**src/lpt_pkg.sv**
```systemverilog
// link training control: shared constants, states and register map
// assumes one 200 MHz clock for both link ends and for the register bus
package lpt_pkg;
  typedef enum logic [2:0] {
    ST_DETECT = 3'b000,
    ST_TRAIN  = 3'b001,
    ST_L0     = 3'b010,
    ST_RECOV  = 3'b011,
    ST_HOTRST = 3'b100
  } lpt_state_t;

  // de-emphasis encoding on the link and in registers
  localparam logic DEEMPH_3P5 = 1'b1;
  localparam logic DEEMPH_6P0 = 1'b0;

  // hot reset hold count: the hot reset state lasts this many cycles plus one
  localparam logic [7:0] HOT_HOLD = 8'h10;

  // register byte offsets
  localparam logic [7:0] OFS_LCTL2  = 8'h00;
  localparam logic [7:0] OFS_PHYCFG = 8'h04;
  localparam logic [7:0] OFS_SEED   = 8'h08;
  localparam logic [7:0] OFS_STATUS = 8'h0C;

  // field positions
  localparam int LC2_DSEL  = 0;
  localparam int CFG_XDIS  = 0;
  localparam int CFG_SPDI  = 1;
  localparam int CFG_DOWN  = 2;
  localparam int CFG_HOTRQ = 3;
  localparam int STS_LANE  = 0;
  localparam int STS_STLSB = 1;
  localparam int STS_GEN2  = 4;
  localparam int STS_DEEMP = 5;
  localparam int STS_XLINK = 6;

  // reset values
  localparam logic       RST_DSEL = 1'b1;
  localparam logic [7:0] RST_SEED = 8'h5A;

  // bus encodings
  localparam logic [1:0] HTRANS_NONSEQ = 2'b10;
  localparam logic [1:0] HRESP_OKAY    = 2'b00;
endpackage

```
**src/lpt_link_if.sv**
```systemverilog
// training set exchange between the switch port and its partner
// assumes both ends clocked by the same ref_clk
`timescale 1ns/1ps
interface lpt_link_if;
  // device to partner training set
  logic       devTsValid;
  logic       devTsOrient;
  logic [7:0] devTsSeed;
  logic       devTsDeemph;
  logic       devTsSpeed;
  logic       devTsHot;
  // partner to device training set
  logic       ptnTsValid;
  logic       ptnTsOrient;
  logic [7:0] ptnTsSeed;
  logic       ptnTsDeemph;
  logic       ptnTsSpeed;
  logic       ptnTsHot;

  modport dev (
    output devTsValid, devTsOrient, devTsSeed,
    output devTsDeemph, devTsSpeed, devTsHot,
    input  ptnTsValid, ptnTsOrient, ptnTsSeed,
    input  ptnTsDeemph, ptnTsSpeed, ptnTsHot
  );
  modport ptn (
    input  devTsValid, devTsOrient, devTsSeed,
    input  devTsDeemph, devTsSpeed, devTsHot,
    output ptnTsValid, ptnTsOrient, ptnTsSeed,
    output ptnTsDeemph, ptnTsSpeed, ptnTsHot
  );
endinterface

```
**src/lpt_device_end.sv**
```systemverilog
// switch port link training control with an AHB-Lite register slave
// assumes synchronous inputs on ref_clk and a single bus master
//
// Design decisions made here: the AHB-Lite interface to the registers and the address map.
`timescale 1ns/1ps
module lpt_device_end (
  // clock and reset
  input  wire logic        ref_clk,
  input  wire logic        sys_rst,
  // register bus
  input  wire logic        hsel,
  input  wire logic [31:0] haddr,
  input  wire logic [1:0]  htrans,
  input  wire logic        hwrite,
  input  wire logic [2:0]  hsize,
  input  wire logic [31:0] hwdata,
  input  wire logic        hready,
  output logic      [31:0] hrdata,
  output logic             hreadyout,
  output logic      [1:0]  hresp,
  // link
  lpt_link_if.dev          link,
  // reset effects
  output logic             portHotReset,
  output logic             partHotReset,
  output logic             deemphApplied,
  output logic             linkUp
);
  lpt_pkg::lpt_state_t state;
  lpt_pkg::lpt_state_t next_state;
  logic       deemphSel;
  logic       xlinkDis;
  logic       speedInit;
  logic       portDown;
  logic       hotReq;
  logic [7:0] seed;
  logic       laneDown;
  logic       gen2;
  logic       xlink;
  logic       negDeemph;
  logic [7:0] holdCnt;
  logic       dataPh;
  logic       wrQ;
  logic [7:0] addrQ;
  logic       next_lane;
  logic       next_gen2;
  logic       next_xlink;
  logic       next_neg;
  logic       next_applied;
  logic       next_speed;

  // bus decode
  wire addrPh = hsel && hready && htrans == lpt_pkg::HTRANS_NONSEQ;
  wire wrLc2  = dataPh && wrQ && addrQ == lpt_pkg::OFS_LCTL2;
  wire wrCfg  = dataPh && wrQ && addrQ == lpt_pkg::OFS_PHYCFG;
  wire wrSeed = dataPh && wrQ && addrQ == lpt_pkg::OFS_SEED;
  wire [31:0] stsWord = {25'h000_0000, xlink, negDeemph, gen2,
                         state, laneDown};
  wire [31:0] rdMux =
    addrQ == lpt_pkg::OFS_LCTL2  ? {31'h0000_0000, deemphSel} :
    addrQ == lpt_pkg::OFS_PHYCFG ? {28'h000_0000, hotReq, portDown,
                                    speedInit, xlinkDis} :
    addrQ == lpt_pkg::OFS_SEED   ? {24'h00_0000, seed} :
    addrQ == lpt_pkg::OFS_STATUS ? stsWord : 32'h0000_0000;

  // link decode
  wire rxTs     = link.ptnTsValid;
  wire sameKind = link.ptnTsOrient == portDown;
  wire canHot   = portDown && laneDown;
  wire autoSpd  = portDown || (xlink && speedInit);
  wire hotDone  = holdCnt == lpt_pkg::HOT_HOLD;

  // bus slave: one wait state, read data taken after any write lands
  always_ff @(posedge ref_clk) begin
    if (sys_rst) begin
      dataPh    <= 1'b0;
      wrQ       <= 1'b0;
      addrQ     <= 8'h00;
      hreadyout <= 1'b1;
      hrdata    <= 32'h0000_0000;
      hresp     <= lpt_pkg::HRESP_OKAY;
    end else begin
      dataPh    <= addrPh;
      hreadyout <= !addrPh;
      if (addrPh) begin
        wrQ   <= hwrite;
        addrQ <= haddr[7:0];
      end
      if (dataPh && !wrQ) begin
        hrdata <= rdMux;
      end
    end
  end

  // software registers
  always_ff @(posedge ref_clk) begin
    if (sys_rst) begin
      deemphSel <= lpt_pkg::RST_DSEL;
      xlinkDis  <= 1'b0;
      speedInit <= 1'b0;
      portDown  <= 1'b0;
      seed      <= lpt_pkg::RST_SEED;
    end else begin
      if (wrLc2) begin
        deemphSel <= hwdata[lpt_pkg::LC2_DSEL];
      end
      if (wrCfg) begin
        xlinkDis  <= hwdata[lpt_pkg::CFG_XDIS];
        speedInit <= hwdata[lpt_pkg::CFG_SPDI];
        portDown  <= hwdata[lpt_pkg::CFG_DOWN];
      end
      if (wrSeed) begin
        seed <= hwdata[7:0];
      end
    end
  end

  // hot reset request: a new write wins over the clear
  always_ff @(posedge ref_clk) begin
    if (sys_rst) begin
      hotReq <= 1'b0;
    end else if (wrCfg && hwdata[lpt_pkg::CFG_HOTRQ]) begin
      hotReq <= 1'b1;
    end else if (state == lpt_pkg::ST_HOTRST || !portDown) begin
      hotReq <= 1'b0;
    end
  end

  // training state decisions
  always_comb begin
    next_state   = state;
    next_lane    = laneDown;
    next_gen2    = gen2;
    next_xlink   = xlink;
    next_neg     = negDeemph;
    next_applied = deemphApplied;
    next_speed   = 1'b0;
    case (state)
      lpt_pkg::ST_DETECT: begin
        next_state = lpt_pkg::ST_TRAIN;
      end
      lpt_pkg::ST_TRAIN: begin
        if (rxTs && !link.ptnTsHot) begin
          next_gen2    = 1'b0;
          next_applied = lpt_pkg::DEEMPH_3P5;
          if (!sameKind) begin
            next_lane  = portDown;
            next_xlink = 1'b0;
            next_state = lpt_pkg::ST_L0;
          end else if (!xlinkDis &&
                       seed != link.ptnTsSeed) begin
            next_lane  = seed > link.ptnTsSeed;
            next_xlink = 1'b1;
            next_state = lpt_pkg::ST_L0;
          end
        end
      end
      lpt_pkg::ST_L0: begin
        if (rxTs && link.ptnTsHot) begin
          next_state = lpt_pkg::ST_HOTRST;
        end else if (rxTs || (hotReq && canHot)) begin
          next_state = lpt_pkg::ST_RECOV;
        end else if (!gen2 && autoSpd) begin
          next_speed = 1'b1;
          next_state = lpt_pkg::ST_RECOV;
        end
      end
      lpt_pkg::ST_RECOV: begin
        next_speed = link.devTsSpeed;
        if (rxTs && link.ptnTsHot) begin
          next_state = lpt_pkg::ST_HOTRST;
        end else if (rxTs && hotReq && canHot) begin
          next_state = lpt_pkg::ST_HOTRST;
        end else if (rxTs) begin
          next_gen2  = gen2 || link.devTsSpeed || link.ptnTsSpeed;
          // downstream port keeps its own, upstream port adopts
          next_neg   = portDown ? deemphSel
                                : link.ptnTsDeemph;
          next_applied = next_gen2 ? next_neg
                                   : lpt_pkg::DEEMPH_3P5;
          next_state = lpt_pkg::ST_L0;
        end
      end
      lpt_pkg::ST_HOTRST: begin
        if (hotDone) begin
          next_state = lpt_pkg::ST_DETECT;
        end
      end
      default: begin
        next_state = lpt_pkg::ST_DETECT;
      end
    endcase
  end

  // training state and link outputs
  always_ff @(posedge ref_clk) begin
    if (sys_rst) begin
      state            <= lpt_pkg::ST_DETECT;
      laneDown         <= 1'b0;
      gen2             <= 1'b0;
      xlink            <= 1'b0;
      negDeemph        <= lpt_pkg::DEEMPH_3P5;
      deemphApplied    <= lpt_pkg::DEEMPH_3P5;
      holdCnt          <= 8'h00;
      linkUp           <= 1'b0;
      portHotReset     <= 1'b0;
      partHotReset     <= 1'b0;
      link.devTsValid  <= 1'b0;
      link.devTsOrient <= 1'b0;
      link.devTsSeed   <= 8'h00;
      link.devTsDeemph <= lpt_pkg::DEEMPH_3P5;
      link.devTsSpeed  <= 1'b0;
      link.devTsHot    <= 1'b0;
    end else begin
      state         <= next_state;
      laneDown      <= next_lane;
      gen2          <= next_gen2;
      xlink         <= next_xlink;
      negDeemph     <= next_neg;
      deemphApplied <= next_applied;
      holdCnt       <= state == lpt_pkg::ST_HOTRST ? holdCnt + 8'h01
                                                  : 8'h00;
      linkUp        <= next_state == lpt_pkg::ST_L0 ||
                       next_state == lpt_pkg::ST_RECOV;
      portHotReset  <= next_state == lpt_pkg::ST_HOTRST &&
                       portDown;
      partHotReset  <= next_state == lpt_pkg::ST_HOTRST &&
                       !portDown;
      link.devTsValid  <= next_state == lpt_pkg::ST_TRAIN ||
                          next_state == lpt_pkg::ST_RECOV ||
                          next_state == lpt_pkg::ST_HOTRST;
      link.devTsOrient <= portDown;
      link.devTsSeed   <= seed;
      link.devTsDeemph <= deemphSel;
      link.devTsSpeed  <= next_speed;
      link.devTsHot    <= next_state == lpt_pkg::ST_HOTRST;
    end
  end
endmodule

```
**src/flat_wrapper.sv**
```systemverilog
// flat-port wrapper written by rule: the top's interface ports become plain ports
module lpt_device_end_flat 
  (ref_clk, sys_rst, hsel, haddr, htrans, hwrite, hsize, hwdata, hready, hrdata, hreadyout, hresp, portHotReset, partHotReset, deemphApplied, linkUp, link_devTsValid, link_devTsOrient, link_devTsSeed, link_devTsDeemph, link_devTsSpeed, link_devTsHot, link_ptnTsValid, link_ptnTsOrient, link_ptnTsSeed, link_ptnTsDeemph, link_ptnTsSpeed, link_ptnTsHot);
  lpt_link_if link_i ();
  input  wire logic ref_clk;
  input  wire logic sys_rst;
  input  wire logic hsel;
  input  wire logic [31:0] haddr;
  input  wire logic [1:0] htrans;
  input  wire logic hwrite;
  input  wire logic [2:0] hsize;
  input  wire logic [31:0] hwdata;
  input  wire logic hready;
  output logic      [31:0] hrdata;
  output logic hreadyout;
  output logic      [1:0] hresp;
  output logic portHotReset;
  output logic partHotReset;
  output logic deemphApplied;
  output logic linkUp;
  output wire logic [$bits(link_i.devTsValid)-1:0] link_devTsValid;
  output wire logic [$bits(link_i.devTsOrient)-1:0] link_devTsOrient;
  output wire logic [$bits(link_i.devTsSeed)-1:0] link_devTsSeed;
  output wire logic [$bits(link_i.devTsDeemph)-1:0] link_devTsDeemph;
  output wire logic [$bits(link_i.devTsSpeed)-1:0] link_devTsSpeed;
  output wire logic [$bits(link_i.devTsHot)-1:0] link_devTsHot;
  input wire logic [$bits(link_i.ptnTsValid)-1:0] link_ptnTsValid;
  input wire logic [$bits(link_i.ptnTsOrient)-1:0] link_ptnTsOrient;
  input wire logic [$bits(link_i.ptnTsSeed)-1:0] link_ptnTsSeed;
  input wire logic [$bits(link_i.ptnTsDeemph)-1:0] link_ptnTsDeemph;
  input wire logic [$bits(link_i.ptnTsSpeed)-1:0] link_ptnTsSpeed;
  input wire logic [$bits(link_i.ptnTsHot)-1:0] link_ptnTsHot;
  assign link_devTsValid = link_i.devTsValid;
  assign link_devTsOrient = link_i.devTsOrient;
  assign link_devTsSeed = link_i.devTsSeed;
  assign link_devTsDeemph = link_i.devTsDeemph;
  assign link_devTsSpeed = link_i.devTsSpeed;
  assign link_devTsHot = link_i.devTsHot;
  assign link_i.ptnTsValid = link_ptnTsValid;
  assign link_i.ptnTsOrient = link_ptnTsOrient;
  assign link_i.ptnTsSeed = link_ptnTsSeed;
  assign link_i.ptnTsDeemph = link_ptnTsDeemph;
  assign link_i.ptnTsSpeed = link_ptnTsSpeed;
  assign link_i.ptnTsHot = link_ptnTsHot;
  lpt_device_end u_core (.ref_clk(ref_clk), .sys_rst(sys_rst), .hsel(hsel), .haddr(haddr), .htrans(htrans), .hwrite(hwrite), .hsize(hsize), .hwdata(hwdata), .hready(hready), .hrdata(hrdata), .hreadyout(hreadyout), .hresp(hresp), .link(link_i), .portHotReset(portHotReset), .partHotReset(partHotReset), .deemphApplied(deemphApplied), .linkUp(linkUp));
endmodule
```
**config.mk**
```make
export PLATFORM = sky130hd
export DESIGN_NAME = lpt_device_end_flat
export DESIGN_NICKNAME = d
export VERILOG_FILES = /design/src/lpt_pkg.sv /design/src/lpt_link_if.sv /design/src/lpt_device_end.sv /design/src/flat_wrapper.sv
export SDC_FILE = /design/constraint.sdc
export NUM_CORES = 1
export LEC_CHECK = 0
export ABC_CLOCK_PERIOD_IN_PS = 2300
export CORE_ASPECT_RATIO = 1.1
export CORE_UTILIZATION = 35
export CTS_CLUSTER_DIAMETER = 40
export DETAILED_ROUTE_END_ITERATION = 7
export DONT_BUFFER_PORTS = 1
export REMOVE_ABC_BUFFERS = 1
export SETUP_SLACK_MARGIN = 0.15
export SYNTH_ARGS = -nofsm -noshare
export SYNTH_HDL_FRONTEND = slang
export SYNTH_SLANG_ARGS = --single-unit
```
**constraint.sdc**
```tcl
create_clock -name ref_clk -period 2.3 [get_ports ref_clk]
set_clock_uncertainty 0.2 [all_clocks]
set_input_delay 0.115 -clock ref_clk [delete_from_list [all_inputs] [get_ports ref_clk]]
set_output_delay 0.115 -clock ref_clk [all_outputs]
set_load 0.05 [all_outputs]
```
==> results of run 1 <==
## cells in the final DEF, fill, tap and decap left out, types with 2 or more instances in the layout
master / netlist / layout
mux2i_1: 18 / 18
clkbuf_8: 0 / 10
xnor2_1: 2 / 2
a22oi_1: 4 / 4
o21ai_0: 2 / 2
bufinv_16: 0 / 2
ha_1: 10 / 10
nor3_1: 8 / 8
nor2b_1: 13 / 13
dfxtp_1: 64 / 64
buf_4: 27 / 6
nand4_1: 3 / 3
nand2b_1: 3 / 3
nand3_1: 5 / 5
nor4_1: 5 / 5
o211ai_1: 2 / 2
a32o_1: 2 / 2
clkinvlp_4: 0 / 2
dlygate4sd3_1: 0 / 25
a21oi_1: 22 / 22
nor2_1: 37 / 37
xor2_1: 5 / 5
or2_2: 3 / 3
o21a_1: 2 / 2
nand2_1: 30 / 30
conb_1: 1 / 26
a22o_1: 3 / 3
mux2_2: 4 / 4
nand4b_1: 2 / 2
o31ai_1: 2 / 2
inv_1: 16 / 16
## state kept, by name (all words and copies together) (netlist names), 3 cells and up
signal,count
u_core.hrdata,8
u_core.holdCnt,8
u_core.addrQ,8
u_core.seed,8
u_core.link.devTsSeed,8
u_core.state,3
## power by group
part	leakage (nW)	total [mW]	internal, mW	switching [mW]
logic	0.775	0.226	0.0658	0.160
clock network	0.106	1.07	0.638	0.437
registers	0.519	1.17	1.12	0.0442
total	1.40	2.47	1.83	0.642
## timing repair
item | 4_1_cts | 5_1_grt
hold buffers | 26 | 0
endpoints found under the hold margin | 54 | 0
endpoints found under the setup margin | 0 | 4
gates resized for setup | 0 | 1
## metrics by stage
stage,power (mW),hold slack [ns],utilization [%],setup slack (ns)
final,2.47,0.0154,43.1,0.386
after detailed placement,1.37,-0.00939,36.9,0.276
after global placement,1.36,-0.0102,36.9,0.287
after global routing,2.56,0.0392,43.1,0.238
after floorplan,1.35,-0.0183,-,0.460
after CTS,2.49,0.00953,43.0,0.255
## kinds of logic (layout without fill, tap and decap cells)
group                    Yosys count  in the layout  share of synthesized area [%]
flip-flops                        64             64                           43.4
XOR/XNOR                           7              7                           2.08
AND/OR/NAND/NOR                  119            119                           20.6
multiplexers                      23             23                           8.40
other                              1             26                          0.127
adder cells (fa/ha/maj)           10             10                           4.24
buffers and inverters             56             65                           10.9
AO/OA/AOI/OAI                     46             46                           10.2
## final timing paths
kind	end	slack [ns]	depth (start not counted)
setup / recovery	u_core.laneDown	0.39	5
hold / removal	u_core.hreadyout	0.02	2
setup reg to reg	u_core.laneDown	0.39	5
hold reg to reg	u_core.addrQ[0]	0.26	2
## routing by layer
layer	global-route usage (%)	wire length, um	vias to the layer above
li1	-	-	1123
met1	18.9	2780	1025
met2	25.5	3040	71
met3	5.24	372	8
met4	5.86	71	0
met5	0	0	-
## final cells by class
cell class | instances | area (um^2)
clock buffer | 11 | 141
clock inverter | 5 | 80.1
fill | 798 | 4580
inverter | 17 | 63.8
multi-input combinational | 231 | 1450
sequential | 64 | 1280
tap | 108 | 135
timing repair buffer | 32 | 315
## worst reg2reg max path, stage by stage (launching register included)
cell      delay [ns]
dfxtp_1         0.47
nand3b_1        0.15
or3_1           0.42
nor4_1          0.33
o21ai_0         0.17
o211ai_1        0.11
==> run_results.csv, run 1 <==
group,metric,value,unit
run_status,status,"completed",
sta,maxSlewViolCount,0,
critical_path,crit_path_start,"u_core.state[0]",
global_routing,grt.total_usage,15.7,%
routing,wire_per_inst,13.4,um
routing,vias,2227,
cts,clock_sinks,64,
synthesis,synthArstFlopShare,0,%
cts,htree_levels,3,
routing,drtPass1Iterations,4,
synthesis,synth_edf_count,0,
synthesis,seq_area_frac_synth,43.4,%
cts,cts_max_path_buffers,2,
synthesis,synthCells,326,
critical_path,critPathArrivalTime,1.98,ns
global_routing,grt_antenna_before_repair,0,
placement,globalplace.congestion,0.803,
sta,hold_viol_final,0,
final_layout,syn2layout_area_growth,17.4,%
pwr,total_leakage_power,1.40,nW
synthesis,syn_area,2950,um^2
global_routing,grt_max_degree,46,
die,core_area,8040,um^2
synthesis,synth.area.top_cells,"dfxtp_1 (43%), buf_4 (6.9%), mux2i_1 (6.1%)",
final_layout,stdcell_area,3460,um^2
cts,numCtsBuffers,9,
synthesis,yosys-top-cells-count,"dfxtp_1 (64), nor2_1 (37), nand2_1 (30)",
synthesis,yosys.area.top_type,"dfxtp_1",
final_layout,diodes,0,
sta,finalSetupViolCount,0,
die,ios,139,
min_path,hold_path.class,"in2reg",
critical_path,startpoint_type,"register",
critical_path,critPathCaptureType,"register",
sta,rsz0062_at_grt,"false",
synthesis,avgSynthCellArea,9.05,um^2
die,die_w,89.5,um
sta,fin_crit,1.91,ns
die,die_area,8800,um^2
synthesis,ys_types,49,
critical_path,cp_max_fo,8,
critical_path,worst-setup-path-type,"reg2reg",
die,fp-row-count,34,
die,initial_core_util,36.7,%
critical_path,path_buf_inv,0,
run,timing.max_cap.violations,0,
cts,clk_latency,0.34,ns
final_layout,nNetsFinal,452,
placement,dpl.hpwl,4.52,mm
placement,place.port_buffers,0,
synthesis,ys_seq_elements,64,
critical_path,crit_required,2.37,ns
final_layout,final_cells,468,
global_routing,grt_pass1_wl,10.4,mm
sta,fin_crit_sh,83.2,%
synthesis,post-synth-top-count-cell,"dfxtp_1",
cts,clockRootBuffer,"clkbuf_8",
routing,drtIter0Drc,86,
sta,worst_pin_slew,0.549,ns
cts,clkTransAtPathRegs,0.07,ns
die,die_h,98.3,um
cts,post-cts-setup-buffer-count,0,
global_routing,grt_overflow,0,
routing,ant_nets,0,
synthesis,yosys_warnings,0,
sta,finalSetupTns,0,ns
placement,placedInstanceArea,2970,um^2
min_path,hp-start,"htrans[1]",
routing,drc,0,
final_layout,drive_gt1_share,9.72,%
pwr,p_per_area,713,nW/um^2
pwr,peakVddDrop,0.357,mV
synthesis,netlist.area_leader.share,43.4,%
sta,fmax,0.523,GHz
critical_path,max_stage_delay,0.47,ns
cts,cts_tree,"built",
critical_path,r2r_start,"u_core.state[0]",
critical_path,crit_chain,"nand3b_1 > or3_1 > nor4_1 > o21ai_0 > o211ai_1",
synthesis,synth_ff_type,"dfxtp_1",
global_routing,first_global_vias,2134,
placement,placed_cells,426,
sta,slew_headroom,63.4,%
critical_path,crit_slowest_cell,"dfxtp_1",
critical_path,cp_top_family,"simple AND/OR/NAND/NOR gates",
routing,routed_via_density,4.76,
routing,drt-total-wl,6.27,mm
(Power assumes the default switching activity.)
==> run 2, diff against run 1 <==
- ABC_CLOCK_PERIOD_IN_PS: 2300 -> 1800
- clock period: 2.3 -> 1.8 ns (I/O delays scaled with it)
==> run 2 against run 1 <==
Compared with the run above: the flow now finishes with violations (negative hold slack, negative setup slack); core utilization is 6.7 points higher; critical path depth is 1 higher; via count is 6.3% higher; sequential power is 27% higher; fmax is 4.2% higher; sequential share of layout area is 4.6 points lower; non-clock buffer count is 38 higher; clock power is 32% higher; register-to-register slack worse by 0.42 ns; design area is 16% higher; total power is 30% higher; cell count is 8.1% higher.
==> run_results.csv, run 2 (synthesis gave the netlist of run 1 again) <==
group,metric,value,unit
final_layout,final_cell_mix,"dfxtp_1 (53), nor2_1 (35), buf_4 (34)",
cts,numCtsBuffers,9,
global_routing,first_global_vias,2360,
sta,fin_crit_sh,102,%
placement,place.port_buffers,0,
final_layout,stdcell_area,4000,um^2
run_status,violations,"negative hold slack, negative setup slack",
placement,placed_cells,455,
routing,drt-total-wl,6.88,mm
routing,drc,0,
routing,drtIter0Drc,77,
cts,clkTransAtPathRegs,0.07,ns
critical_path,reg2reg_slack,-0.04,ns
final_layout,fillers,748,
cts,clockRootBuffer,"clkbuf_8",
die,die_area,8800,um^2
critical_path,critPathArrivalTime,1.87,ns
routing,routed_via_density,4.68,
critical_path,cp_max_fo,8,
global_routing,grt_pass1_wl,11.2,mm
critical_path,worst-setup-path-type,"reg2reg",
critical_path,crit_chain,"nor4_4 > nand3_2 > or3_4 > buf_12 > mux2i_2 > nor2_1",
cts,cts_max_path_buffers,2,
final_layout,drive_gt1_share,26.4,%
die,die_h,98.3,um
global_routing,grt.total_usage,16.9,%
critical_path,path_buf_inv,1,
final_layout,diodes,0,
sta,worst_pin_slew,0.502,ns
die,initial_core_util,36.7,%
sta,hold_viol_final,25,
sta,fin_hold_ws,-0.385,ns
placement,placedInstanceArea,3180,um^2
critical_path,crit_required,1.84,ns
critical_path,critPathCaptureType,"register",
sta,rsz0062_at_grt,"true",
run,timing.max_cap.violations,0,
critical_path,crit_slowest_cell,"or3_4",
min_path,hp-start,"sys_rst",
critical_path,startpoint_type,"register",
cts,htree_levels,3,
global_routing,grt_max_degree,46,
critical_path,max_stage_delay,0.35,ns
pwr,peakVddDrop,0.345,mV
final_layout,layout_commonest_cell,"dfxtp_1",
global_routing,grt_overflow,0,
critical_path,r2r_start,"u_core.addrQ[1]",
critical_path,r2r_end,"u_core.seed[5]",
final_layout,post-route-util,49.8,%
sta,maxSlewViolCount,0,
sta,finalSetupViolCount,5,
sta,fin_crit,1.84,ns
routing,vias,2367,
pwr,total_leakage_power,1.68,nW
global_routing,grt_antenna_before_repair,0,
final_layout,syn2layout_area_growth,35.7,%
run_status,status,"finished with violations",
die,core_area,8040,um^2
routing,ant_nets,0,
die,die_w,89.5,um
critical_path,worstRegToRegCells,6,
final_layout,nNetsFinal,490,
pwr,p_per_area,803,nW/um^2
die,fp-row-count,34,
min_path,hold_path_depth,1,
cts,clock_sinks,64,
min_path,hold_path.class,"in2reg",
die,ios,139,
sta,slew_headroom,66.5,%
routing,wire_per_inst,13.6,um
cts,clk_latency,0.35,ns
cts,cts_tree,"built",
placement,dpl.hpwl,4.73,mm
placement,dp_slack,-0.0641,ns
sta,fmax,0.544,GHz
sta,worst_slack,-0.0368,ns
placement,globalplace.congestion,0.830,
critical_path,cp_top_family,"simple AND/OR/NAND/NOR gates",
final_layout,final_cells,506,
min_path,min_to,"u_core.seed[5]",
routing,drtPass1Iterations,3,
## run 2: report_power, final
| part | internal, mW | leakage, nW | switching, mW | total [mW] |
|---|---|---|---|---|
| clock | 0.852 | 0.119 | 0.561 | 1.41 |
| sequential | 1.44 | 0.522 | 0.0530 | 1.49 |
| combinational | 0.103 | 1.04 | 0.208 | 0.311 |
## run 2: metrics by stage
step	TNS, ns	total power, mW
3_5_place_dp	-0.377	1.77
6_report	-0.114	3.22
5_1_grt	-0.785	3.34
4_1_cts	-0.0134	3.23
2_1_floorplan	-0.257	1.72
3_3_place_gp	-0.295	1.76
## run 2: cell type report
class                      instances  area [um^2]  area share, %
multi-input combinational        231         1640           41.1
sequential                        64         1290           32.4
timing repair buffer              70          634           15.8
clock buffer                      11          151           3.78
tap                              108          135           3.38
clock inverter                     5         78.8           1.97
inverter                          17         63.8           1.59
## run 2: how the worst max path moves through the flow
stage / to / start / cells past startpoint / slack, ns
6_report: u_core.seed[5] / u_core.addrQ[1] / 6 / -0.04
4_1_cts: u_core.speedInit / u_core.addrQ[7] / 6 / -0.01
3_3_place_gp: u_core.seed[6] / u_core.addrQ[1] / 6 / -0.06
5_1_grt: u_core.speedInit / u_core.addrQ[1] / 6 / -0.09
3_5_place_dp: u_core.seed[3] / u_core.addrQ[1] / 6 / -0.06
2_1_floorplan: u_core.seed[1] / u_core.addrQ[1] / 5 / -0.04
## run 2: metal layers
metal,vias to the layer above,global-route usage [%],part of all wire (%)
met4,0,7.69,2.2
met2,67,26.7,49
met1,1096,20.6,43
met3,12,5.83,5.2
met5,-,0,0
li1,1192,-,-
## run 2: timing repair
action	CTS	global route
pin swaps	15	12
hold buffers	32	1
resized for setup	26	31
endpoints found under the setup margin	21	30
endpoints found under the hold margin	55	27
cloned	0	0
setup buffers	3	0
